--- src/rtl/bcc_cfg.svh ---
// Constants for the buck converter clock and pulse control block.
// Assumes a 100 MHz system clock and a 32-bit AHB-Lite register bus.
`ifndef BCC_CFG_SVH
`define BCC_CFG_SVH

// Register indices; byte address is four times the index
`define BCC_CTRL_INDEX      8'h97
`define BCC_STAT_INDEX      8'h98
`define BCC_CTRL_ADDR       ({22'h000000, `BCC_CTRL_INDEX, 2'b00})
`define BCC_STAT_ADDR       ({22'h000000, `BCC_STAT_INDEX, 2'b00})

// Control register fields
`define BCC_SRC_BIT         7
`define BCC_DIV_MSB         6
`define BCC_DIV_LSB         5
`define BCC_ADCPOL_BIT      4
`define BCC_INV_BIT         3
`define BCC_SYNC_BIT        2
`define BCC_MINPULSE_MSB    1
`define BCC_MINPULSE_LSB    0
`define BCC_CTRL_RESET      8'h03

// Status register fields
`define BCC_STAT_SRC_BIT    0
`define BCC_STAT_BUSY_BIT   1
`define BCC_STAT_SKIP_BIT   2

// Timing
`define BCC_CLK_PERIOD_NS   10
`define BCC_MINPULSE_A_NS   10
`define BCC_MINPULSE_B_NS   20
`define BCC_MINPULSE_C_NS   40
`define BCC_NS_TO_CYC(ns)   (((ns) + `BCC_CLK_PERIOD_NS - 1) / `BCC_CLK_PERIOD_NS)
`define BCC_MINPULSE_A_CYC  `BCC_NS_TO_CYC(`BCC_MINPULSE_A_NS)
`define BCC_MINPULSE_B_CYC  `BCC_NS_TO_CYC(`BCC_MINPULSE_B_NS)
`define BCC_MINPULSE_C_CYC  `BCC_NS_TO_CYC(`BCC_MINPULSE_C_NS)

`endif

--- src/rtl/bcc_pkg.sv ---
// Types for the buck converter clock and pulse control block.
// Constants live in bcc_cfg.svh.
package bcc_pkg;

    typedef enum logic [1:0]
    {
        BCC_RUN  = 2'b00,
        BCC_PARK = 2'b01,
        BCC_ARM  = 2'b11
    } bcc_state_t;

    typedef enum logic [1:0]
    {
        BCC_DIV_1  = 2'b00,
        BCC_DIV_2A = 2'b01,
        BCC_DIV_2B = 2'b10,
        BCC_DIV_8  = 2'b11
    } bcc_div_t;

    typedef enum logic [1:0]
    {
        BCC_MINPULSE_OFF = 2'b00,
        BCC_MINPULSE_A   = 2'b01,
        BCC_MINPULSE_B   = 2'b10,
        BCC_MINPULSE_C   = 2'b11
    } bcc_minpulse_t;

endpackage : bcc_pkg

--- src/rtl/bcc_clk_path.sv ---
// Converter clock source mux, input inversion and divider.
// Assumes sysClkIn and localOscIn are sampled levels synchronous to clk.
`timescale 1ns/1ps
module bcc_clk_path
    import bcc_pkg::*;
(
    // Clock and reset
    input  wire logic       clk,
    input  wire logic       resetn,
    // Clock sources
    input  wire logic       localOscIn,
    input  wire logic       sysClkIn,
    // Active settings
    input  wire logic       sourceSel,
    input  wire bcc_div_t   divSel,
    input  wire logic       invertIn,
    input  wire logic       restart,
    // Result
    output logic            pathLevel
);

    logic       srcLevel;
    logic       prevLevel;
    logic [2:0] riseCount;
    logic       divLevel;

    assign srcLevel = sysClkIn ^ invertIn;

    // Counter restarts at zero so a fresh divided clock begins low
    always_ff @(posedge clk or negedge resetn)
    begin
        if (!resetn)
        begin
            prevLevel <= 1'b0;
            riseCount <= 3'h0;
        end
        else if (restart)
        begin
            prevLevel <= srcLevel;
            riseCount <= 3'h0;
        end
        else
        begin
            prevLevel <= srcLevel;
            if (srcLevel && !prevLevel)
                riseCount <= riseCount + 3'h1;
        end
    end

    always_comb
    begin
        case (divSel)
            BCC_DIV_1:  divLevel = srcLevel;
            BCC_DIV_2A: divLevel = riseCount[0];
            BCC_DIV_2B: divLevel = riseCount[0];
            BCC_DIV_8:  divLevel = riseCount[2];
            default:    divLevel = srcLevel;
        endcase
    end

    assign pathLevel = sourceSel ? divLevel : localOscIn;
endmodule : bcc_clk_path

--- src/rtl/bcc_top.sv ---
// Buck converter clock and pulse control: register, clock switch,
// pulse width and skipping, ADC alignment.
// Assumes an AHB-Lite master and inputs synchronous to clk.
//
// The AHB-Lite slave port was chosen for this implementation.
`timescale 1ns/1ps
`include "bcc_cfg.svh"
module bcc_top
    import bcc_pkg::*;
#(
    parameter int PW_WIDTH = 8
)
(
    // Clock and reset
    input  wire logic                clk,
    input  wire logic                resetn,
    // AHB-Lite slave
    input  wire logic                hsel,
    input  wire logic [31:0]         haddr,
    input  wire logic [1:0]          htrans,
    input  wire logic                hwrite,
    input  wire logic [2:0]          hsize,
    input  wire logic [31:0]         hwdata,
    input  wire logic                hready,
    output logic                     hreadyout,
    output logic                     hresp,
    output logic [31:0]              hrdata,
    // Converter clock sources and regulation request
    input  wire logic                localOscIn,
    input  wire logic                sysClkIn,
    input  wire logic [PW_WIDTH-1:0] pulseWidthReq,
    // Converter drive
    output logic                     convClk,
    output logic                     switchPulse,
    // ADC alignment
    input  wire logic                adcFreeClkIn,
    output logic                     adcSarClk,
    output logic                     adcTrack
);

    logic [7:0]          ctrl;
    logic                activeSel;
    bcc_div_t            activeDiv;
    logic                activeInv;
    bcc_state_t          state;
    bcc_state_t          next_state;
    logic                pathLevel;
    logic                dividerRestart;
    logic                cfgDiffers;
    logic                next_convClk;
    logic                convRise;
    logic [PW_WIDTH-1:0] pulseLeft;
    logic [PW_WIDTH-1:0] minCycles;
    logic                minOn;
    logic                skipNow;
    logic                next_switchPulse;
    logic                lastSkipped;
    logic                addrTake;
    logic                dataWrite;
    logic [31:0]         dataAddr;
    logic [7:0]          ctrlView;
    logic [7:0]          statusView;
    logic                syncEn;
    logic                adcPolarity;

    assign syncEn      = ctrl[`BCC_SYNC_BIT];
    assign adcPolarity = ctrl[`BCC_ADCPOL_BIT];

    // Bus slave: zero wait states, always OKAY
    assign addrTake = hsel && htrans[1] && hready;

    always_ff @(posedge clk or negedge resetn)
    begin
        if (!resetn)
        begin
            dataWrite <= 1'b0;
            dataAddr  <= 32'h00000000;
        end
        else
        begin
            dataWrite <= addrTake && hwrite;
            if (addrTake)
                dataAddr <= haddr;
        end
    end

    always_ff @(posedge clk or negedge resetn)
    begin
        if (!resetn)
        begin
            hreadyout <= 1'b0;
            hresp     <= 1'b0;
        end
        else
        begin
            hreadyout <= 1'b1;
            hresp     <= 1'b0;
        end
    end

    // Control register; unmapped writes are dropped
    always_ff @(posedge clk or negedge resetn)
    begin
        if (!resetn)
            ctrl <= `BCC_CTRL_RESET;
        else if (dataWrite && dataAddr == `BCC_CTRL_ADDR)
            ctrl <= hwdata[7:0];
    end

    // Forward a write still in its data phase so back-to-back reads see it
    assign ctrlView = (dataWrite && dataAddr == `BCC_CTRL_ADDR) ? hwdata[7:0] : ctrl;

    always_comb
    begin
        statusView = 8'h00;
        statusView[`BCC_STAT_SRC_BIT]  = activeSel;
        statusView[`BCC_STAT_BUSY_BIT] = (state != BCC_RUN);
        statusView[`BCC_STAT_SKIP_BIT] = lastSkipped;
    end

    always_ff @(posedge clk or negedge resetn)
    begin
        if (!resetn)
            hrdata <= 32'h00000000;
        else if (addrTake && !hwrite)
        begin
            if (haddr == `BCC_CTRL_ADDR)
                hrdata <= {24'h000000, ctrlView};
            else if (haddr == `BCC_STAT_ADDR)
                hrdata <= {24'h000000, statusView};
            else
                hrdata <= 32'h00000000;
        end
        else
            hrdata <= 32'h00000000;
    end

    // Clock path
    bcc_clk_path u_path
    (
        .clk        (clk),
        .resetn     (resetn),
        .localOscIn (localOscIn),
        .sysClkIn   (sysClkIn),
        .sourceSel  (activeSel),
        .divSel     (activeDiv),
        .invertIn   (activeInv),
        .restart    (dividerRestart),
        .pathLevel  (pathLevel)
    );

    // Divider and inversion only matter on the system clock path
    assign cfgDiffers = (ctrl[`BCC_SRC_BIT] != activeSel) ||
                        (ctrl[`BCC_SRC_BIT] &&
                         ((ctrl[`BCC_DIV_MSB:`BCC_DIV_LSB] != activeDiv) ||
                          (ctrl[`BCC_INV_BIT] != activeInv)));

    // Switch only while the old clock is low, resume once the new one is
    // low, so no high phase is ever cut short
    always_comb
    begin
        next_state = state;
        case (state)
            BCC_RUN:  if (cfgDiffers && !pathLevel) next_state = BCC_PARK;
            BCC_PARK: next_state = BCC_ARM;
            BCC_ARM:  if (!pathLevel) next_state = BCC_RUN;
            default:  next_state = BCC_RUN;
        endcase
    end

    assign dividerRestart = (state == BCC_PARK);
    assign next_convClk   = (state == BCC_RUN) ? pathLevel : 1'b0;
    assign convRise       = next_convClk && !convClk;

    always_ff @(posedge clk or negedge resetn)
    begin
        if (!resetn)
            state <= BCC_PARK;
        else
            state <= next_state;
    end

    always_ff @(posedge clk or negedge resetn)
    begin
        if (!resetn)
        begin
            activeSel <= 1'b0;
            activeDiv <= BCC_DIV_1;
            activeInv <= 1'b0;
        end
        else if (state == BCC_PARK)
        begin
            activeSel <= ctrl[`BCC_SRC_BIT];
            activeDiv <= bcc_div_t'(ctrl[`BCC_DIV_MSB:`BCC_DIV_LSB]);
            activeInv <= ctrl[`BCC_INV_BIT];
        end
    end

    always_ff @(posedge clk or negedge resetn)
    begin
        if (!resetn)
            convClk <= 1'b0;
        else
            convClk <= next_convClk;
    end

    // Minimum pulse width in cycles, rounded up
    always_comb
    begin
        case (bcc_minpulse_t'(ctrl[`BCC_MINPULSE_MSB:`BCC_MINPULSE_LSB]))
            BCC_MINPULSE_OFF: minCycles = '0;
            BCC_MINPULSE_A:   minCycles = PW_WIDTH'(`BCC_MINPULSE_A_CYC);
            BCC_MINPULSE_B:   minCycles = PW_WIDTH'(`BCC_MINPULSE_B_CYC);
            BCC_MINPULSE_C:   minCycles = PW_WIDTH'(`BCC_MINPULSE_C_CYC);
            default:          minCycles = '0;
        endcase
    end

    assign minOn   = (ctrl[`BCC_MINPULSE_MSB:`BCC_MINPULSE_LSB] != BCC_MINPULSE_OFF);
    assign skipNow = convRise && minOn && (pulseWidthReq < minCycles);

    // Pulse starts on the converter clock rise and lasts the request
    always_comb
    begin
        if (convRise)
            next_switchPulse = (pulseWidthReq != '0) && !skipNow;
        else
            next_switchPulse = (pulseLeft != '0);
    end

    always_ff @(posedge clk or negedge resetn)
    begin
        if (!resetn)
        begin
            switchPulse <= 1'b0;
            pulseLeft   <= '0;
            lastSkipped <= 1'b0;
        end
        else
        begin
            switchPulse <= next_switchPulse;
            if (convRise)
            begin
                lastSkipped <= skipNow;
                if (next_switchPulse)
                    pulseLeft <= pulseWidthReq - PW_WIDTH'(1);
                else
                    pulseLeft <= '0;
            end
            else if (pulseLeft != '0)
                pulseLeft <= pulseLeft - PW_WIDTH'(1);
        end
    end

    // ADC alignment; prescale must already be zero when sync is set
    always_ff @(posedge clk or negedge resetn)
    begin
        if (!resetn)
        begin
            adcTrack  <= 1'b0;
            adcSarClk <= 1'b0;
        end
        else
        begin
            adcTrack <= syncEn && !next_switchPulse;
            if (syncEn)
                adcSarClk <= next_convClk ^ !adcPolarity;
            else
                adcSarClk <= adcFreeClkIn;
        end
    end
endmodule : bcc_top
--- config.mk ---
export PLATFORM = sky130hd
export DESIGN_NAME = bcc_top
export DESIGN_NICKNAME = d
export VERILOG_FILES = /design/src/rtl/bcc_pkg.sv /design/src/rtl/bcc_clk_path.sv /design/src/rtl/bcc_top.sv
export VERILOG_INCLUDE_DIRS = /design/src /design/src/rtl
export SDC_FILE = /design/constraint.sdc
export NUM_CORES = 1
export LEC_CHECK = 0
export BUFFER_PORTS_ARGS = -buffer_cell sky130_fd_sc_hd__clkbuf_2
export CAP_MARGIN = 15
export CELL_PAD_IN_SITES_DETAIL_PLACEMENT = 1
export CELL_PAD_IN_SITES_GLOBAL_PLACEMENT = 2
export CORE_MARGIN = 4
export CORE_UTILIZATION = 28
export DETAILED_ROUTE_END_ITERATION = 16
export PLACE_DENSITY = 0.86
export SLEW_MARGIN = 15
export SYNTH_ARGS = -nofsm -noshare
export SYNTH_HDL_FRONTEND = slang
export SYNTH_HIERARCHICAL = 1
export SYNTH_SLANG_ARGS = --single-unit
--- constraint.sdc ---
create_clock -name clk -period 2.35 [get_ports clk]
set_input_delay 0.235 -clock clk [delete_from_list [all_inputs] [get_ports clk]]
set_output_delay 0.235 -clock clk [all_outputs]
set_load 0.01 [all_outputs]
## Word-level counts from Yosys, hierarchy flattened

Cells that the tools add are included.

- $add $sub $neg: 3
- $lt $le $gt $ge: 1
- Equality and inequality tests: 16
- Multiplexer cells: 18
- Bitwise gates (word level): 2
- Reductions and logical operators: 33

Operators with widths:

| operator | count |
|---|---|
| 32-bit by 10-bit equality test with 1-bit output (second input constant) | 3 |
| 8-bit two-way mux | 5 |
| 32-bit two-way mux | 1 |
| 8-bit one-hot mux with 4 select lines | 1 |
| 8-bit nonzero test | 2 |
| 8-bit by 1-bit subtractor with 8-bit output (second input constant) | 2 |
| 1-bit logical AND | 13 |
| 2-bit equality test (second input constant) | 5 |
| 3-bit two-way mux | 3 |
| 8-bit < comparator | 1 |
| 2-bit nonzero test | 4 |
| 1-bit logical NOT | 7 |
| 2-bit by 1-bit equality test with 1-bit output (second input constant) | 3 |
| 2-bit logical NOT | 3 |
| 2-bit one-hot mux with 3 select lines | 1 |
| 1-bit two-way mux | 4 |
| 2-bit two-way mux | 2 |
| 2-bit inequality test (second input constant) | 2 |
| 3-bit by 1-bit adder with 3-bit output (second input constant) | 1 |
| 1-bit one-hot mux with 3 select lines | 1 |
| 1-bit logical OR | 2 |
| 1-bit inequality test | 2 |
| 2-bit inequality test | 1 |
| 2-bit AND reduction | 1 |
| 2 further kinds | 3 |

- Register bits: 97
- Bits of input ports: 85
- Output and inout bits: 38
- Word-level logic and storage cells: 90

## Depth between registers and ports, before layout

- Depth in word-level cells: 13
- Mapped depth: 10
- Gate-level depth less buffers: 10

## Hierarchy

The synthesis kept the hierarchy.

Modules (own cells, without submodules):

| module | instances | cells each | area an instance (sq um) |
|---|---|---|---|
| bcc_top | 1 | 281 | 3,348.2 |
| bcc_clk_path | 1 | 25 | 244.0 |

## Least setup slack after synthesis

OpenSTA, ideal clock, no wires.

- Path type: register to register
- Start: register activeDiv[0]
- End: register pulseLeft[2]
- Arrival: 2,195 ps
- Data required time: 2,267 ps
- Setup slack: 73 ps
- Stages on the path, launching flop included: 10
- Path buffers: 0
- Cells stage by stage: dfrtp_1 inv_1 ha_1 a221oi_1 a311oi_1 nor3b_1 or2b_1 a21oi_1 a22oi_1 o22ai_1

- Longest elaborated chain between the ends: 13

RTL lines:

| what | RTL line | text |
|---|---|---|
| start: declaration | bcc_top.sv:43 | `bcc_div_t activeDiv;` |
| start signal: assignment | bcc_top.sv:194 | `` activeDiv <= bcc_div_t'(ctrl[`BCC_DIV_MSB:`BCC_DIV_LSB]); `` |
| 2-bit by 1-bit equality test with 1-bit output / 2-bit equality test (equally long branches) | bcc_clk_path.sv:52 | `case (divSel)` |
| 2-bit OR reduction (no line) | -- |  |
| 1-bit one-hot mux with 3 select lines (*) | bcc_clk_path.sv:52 |  |
| 1-bit two-way mux (*) | bcc_clk_path.sv:61 | `assign pathLevel = sourceSel ? divLevel : localOscIn;` |
| named net pathLevel | bcc_top.sv:47 | `logic pathLevel;` |
| 1-bit two-way mux (*) | bcc_top.sv:172 | `assign next_convClk = (state == BCC_RUN) ? pathLevel : 1'b0;` |
| named net next_convClk | bcc_top.sv:50 | `logic next_convClk;` |
| 1-bit logical AND (*) | bcc_top.sv:173 | `assign convRise = next_convClk && !convClk;` |
| 1-bit logical AND (2 in series) | bcc_top.sv:220 | `assign skipNow = convRise && minOn && (pulseWidthReq < minCycles);` |
| 1-bit logical NOT | bcc_top.sv:226 | `next_switchPulse = (pulseWidthReq != '0) && !skipNow;` |
| 1-bit logical AND | bcc_top.sv:226 |  |
| 1-bit two-way mux | bcc_top.sv:225 | `if (convRise)` |
| 8-bit two-way mux | bcc_top.sv:245 | `if (next_switchPulse)` |
| 8-bit two-way mux | bcc_top.sv:242 | `if (convRise)` |
| end signal: assignment | bcc_top.sv:246 | `pulseLeft <= pulseWidthReq - PW_WIDTH'(1);` |
| end signal: assignment | bcc_top.sv:251 | `pulseLeft <= pulseLeft - PW_WIDTH'(1);` |
| end: declaration | bcc_top.sv:52 | `logic [PW_WIDTH-1:0] pulseLeft;` |

The timed path passes the listed nets; every way through them passes the cells marked *.
A chain may end at the register's enable or synchronous reset.

## Worst setup path after layout

- Start: register activeDiv[1]
- End: register pulseLeft[5]

Same word-level chain as after synthesis.

==> summary.log <==
[status] run status completed
[placed_design] post-detail-place hpwl 6690 um
[logic_synthesis] area of the mapped netlist 3590 um^2
[grt] GRT busiest layer met2
[job] total of max-cap violations 0
[grt] met1 track demand over resource in global routing 14.2%
[logic_synthesis] fraction of the mapped netlist area in compound gates 7.07%
[final_layout] # diodes 0
[clock_network] number of clock sinks 73
[logic_synthesis] share of Yosys cell area claimed by the top area cell type 48.8%
[placed_design] pre-CTS WS -10.5 ps
[clock_network] clock-pin transition on the worst setup and hold timing paths 60 ps
[floorplan] die boundary height 121 um
[final_layout] NumNets Final 482
[sta] fin crit share 93.6%
[detailed_routing] number of antenna-violating nets in the routed design 0
[power_and_ir_drop] part of the power in registers 44.8%
[clock_network] maximum number of buffers from clock root to sink 2
[logic_synthesis] cell taking the most area after synthesis sky130_fd_sc_hd__dfrtp_1
[floorplan] horizontal die dimension 121 um
[floorplan] IO Count 123
[grt] total track usage 12.3%
[logic_synthesis] Async S/R FF share, synth 100%
[critical_path] Worst Path Class, Setup flop to flop
[logic_synthesis] number of synthesized flops with an enable pin 0
[logic_synthesis] post-synthesis sequential area ratio 51.0%
[sta] Final Hold Fails 0
[logic_synthesis] basic-gate share of the synthesized area counting and, or, nand and nor cells 14.0%
[power_and_ir_drop] internal power 2.66 mW
[sta] final hold slack 125 ps
[sta] Final min period 2200 ps
[detailed_routing] # DRC 0
[detailed_routing] Iter 0 DRT Violations 55
[logic_synthesis] Synth area leaders sky130_fd_sc_hd__dfrtp_1 (49%), sky130_fd_sc_hd__mux2_2 (13%), sky130_fd_sc_hd__buf_4 (5.4%), sky130_fd_sc_hd__xnor2_1 (2.9%), sky130_fd_sc_hd__ha_1 (2.4%)
[logic_synthesis] number of unique standard cell types used by synthesis 54
[power_and_ir_drop] switching share of total power 25.7%
[logic_synthesis] Top FF cell, synth sky130_fd_sc_hd__dfrtp_1
[detailed_routing] total length of routed wires 8520 um
[final_layout] layout cell share with drive strength beyond 1 39.0%
[clock_network] clock buffers created by TritonCTS 9
[critical_path] sort of element at the end of the critical path flop
[logic_synthesis] synthesized-area fraction occupied by adder cells 2.44%
[clock_network] CTS tree done
[sta] slew at the pin closest to its max-slew limit 581 ps
[logic_synthesis] largest family of logic cells by synthesized area simple AND/OR/NAND/NOR gates
[critical_path] Worst Path Arrival 2440 ps
[critical_path] Reg2Reg Depth 10
[floorplan] core footprint 12600 um^2
[critical_path] Critical Path RT 2590 ps
[placed_design] last weighted congestion value of the routability-driven placer 0.772
[final_layout] area growth from synthesis to layout 24.2%
[final_layout] total non-filler cell area in the finished layout 4460 um^2
[detailed_routing] routed wire length per instance 15.0 um
[clock_network] clock latency of the later-clocked register in the worst-skew pair 330 ps
[floorplan] Die ar. 14700 um^2
[logic_synthesis] cell count after synthesis 306
[grt] maximum number of pins on one net before global-route repair 74
[detailed_routing] mean number of vias per cell 4.48
[sta] highest attainable clock frequency 455 MHz
[power_and_ir_drop] Clk pwr share 38.6%
[power_and_ir_drop] total leakage power 2.08 nW
[logic_synthesis] per-instance average area after synthesis 11.7 um^2
[power_and_ir_drop] worst IR drop on VDD 355 uV
[sta] Worst slew margin 60.9%
[grt] wire length of the first global-routing pass 14200 um
[detailed_routing] detailed-router iteration count before antenna repair 4
[power_and_ir_drop] switching power of the nets 0.919 mW
[sta] largest clock skew in the final design 8.19 ps
[placed_design] placement-stage cell area 4110 um^2
[logic_synthesis] total of flip-flops plus latches after synthesis 73
[critical_path] CP Launch Type flop
[logic_synthesis] xor and xnor area share after synthesis 4.60%
[power_and_ir_drop] total power per unit cell area 801 nW/um^2
[logic_synthesis] Synthesis Warnings 6
[grt] number of antenna violations at the first check in global routing 0
[clock_network] maximum level of the CTS H-tree 3
[grt] remaining global-route overflow 0
[sta] max-slew violation count 0
[final_layout] Layout fillers 1413
[floorplan] initial cell density of the core 28.6%
[power_and_ir_drop] logic gate share of total power 16.6%
[critical_path] Critical Path Fanout Max 6
[final_layout] Final Util 35.5%
[clock_network] master cell of the clock root buffer sky130_fd_sc_hd__clkbuf_16
[sta] unrepaired setup endpoints after global routing no
[grt] number of global-route vias before repair 2882
[logic_synthesis] fraction of synthesized area in multiplexers 13.5%
[sta] PnR worst setup slack 150 ps
[grt] global-route track usage on met3 3.68%
[worst_hold_path] cell depth of the worst min-delay path 3
[sta] Final Setup Violations 0
[placed_design] Port-buffer cells 69
[grt] met2 layer usage reported by global route 21.8%
[detailed_routing] total number of vias 2538
[worst_hold_path] type of the tightest min-delay check input pin to flop
[floorplan] FP Rows 41
-- sequential cells by signal, indices dropped and copies added (netlist names), 2 cells and up --
name              cells
activeDiv             2
state                 2
u_path/riseCount      3
pulseLeft             8
hrdata                8
dataAddr             32
ctrl                  8
-- per-stage QoR --
stage                     std cells  total power, mW  setup TNS [ps]
after floorplan                 330             2.01               0
after global placement          550             2.16               0
after detailed placement        550             2.21           -19.3
after CTS                       567             3.61               0
after global routing            567             3.78               0
final                           567             3.57               0
-- timing repair --
action | 4_1_cts | 5_1_grt
resized for setup | 2 | 4
setup endpoints to repair | 6 | 6
hold endpoints to repair | 70 | 0
pin swaps | 0 | 1
hold buffers | 1 | 0
buffers inserted | 0 | 0
-- synth_stat cells, drive strengths merged, types with 2 or more instances --
cell	count
a21o	3
a21oi	5
a22oi	2
a2bb2oi	2
a31o	3
and3	2
buf	28
clkbuf	3
conb	2
dfrtp	70
dfstp	3
ha	7
inv	10
mux2	43
nand2	9
nand2b	5
nand3	9
nor2	16
nor2b	7
nor3	5
nor3b	2
nor4	8
nor4b	5
o211ai	2
o21ai	4
o22ai	7
or2	2
or2b	2
or3	6
xnor2	13
xor2	5
-- cells by family (layout without fill, tap and decap cells) --
kind of cell               Yosys count  after routing
xor gates and xnor gates            18             18
muxes                               43             43
adders and majority gates            7              7
AOI/OAI and AO/OA                   36             36
DFF                                 73             73
buffers and inverters               41            106
and+or+nand+nor                     86             86
other                                2             26
-- layout by cell type (no fill, tap or decap), drive strengths merged, types with 2 or more instances in the layout --
cell and count:
a21o 3, a21oi 5, a22oi 2, a2bb2oi 2
a31o 3, and3 2, buf 11, clkbuf 80
clkinv 2, conb 26, dfrtp 70, dfstp 3
ha 7, inv 10, mux2 43, nand2 9
nand2b 5, nand3 9, nor2 16, nor2b 7
nor3 5, nor3b 2, nor4 8, nor4b 5
o211ai 2, o21ai 4, o22ai 7, or2 2
or2b 2, or3 6, xnor2 13, xor2 5
-- path summary, 6_finish.rpt --
kind	startpoint	endpoint	slack, ps
worst max-delay path	activeDiv[1]$_DFFE_PN0P_	pulseLeft[5]$_DFFE_PN0P_	150
worst min-delay path	hwdata[2]	ctrl[2]$_DFF_PN0_	130
worst max register to register	activeDiv[1]$_DFFE_PN0P_	pulseLeft[5]$_DFFE_PN0P_	150
worst min register to register	lastSkipped$_DFFE_PN0P_	lastSkipped$_DFFE_PN0P_	500
max in group asynchronous	resetn	ctrl[0]$_DFF_PN1_	1550
min in group asynchronous	resetn	dataAddr[18]$_DFFE_PN0P_	450
-- worst max-delay path, stage by stage, from the launching register on --
cell and delay [ps]:
sky130_fd_sc_hd__dfrtp_1 400, sky130_fd_sc_hd__inv_1 70, sky130_fd_sc_hd__ha_1 170, sky130_fd_sc_hd__nand2b_1 130
sky130_fd_sc_hd__a221oi_2 50, sky130_fd_sc_hd__a311oi_2 240, sky130_fd_sc_hd__nor3b_4 250, sky130_fd_sc_hd__or2b_1 300
sky130_fd_sc_hd__a21oi_1 180, sky130_fd_sc_hd__a22oi_2 130, sky130_fd_sc_hd__o22ai_1 190
-- area by class of cell --
cell class,count,area [um^2],share of cell area [%]
Sequential cell,73,1830,41.0
Timing Repair Buffer,80,443,9.93
Multi-Input combinational cell,216,1630,36.5
Tap cell,172,215,4.82
Clock buffer,12,256,5.75
Clock inverter,4,51.3,1.15
Inverter,10,37.5,0.842
-- per-layer routing --
layer	part of all wire (%)	up-vias	wire, um
met5	0	-	0
met4	1.2	0	105
met3	5.3	8	452
met2	52	60	4430
met1	42	1264	3540
li1	-	1206	-
-- power by group through the flow --
stage	logic, mW	registers, mW	clock network, mW
floorplan	0.432	1.58	0
global placement	0.560	1.60	0
global route	0.672	1.63	1.47
detailed placement	0.587	1.62	0
finish	0.593	1.60	1.38
CTS	0.595	1.60	1.41
Note: power is estimated with default switching activity, not from simulation.
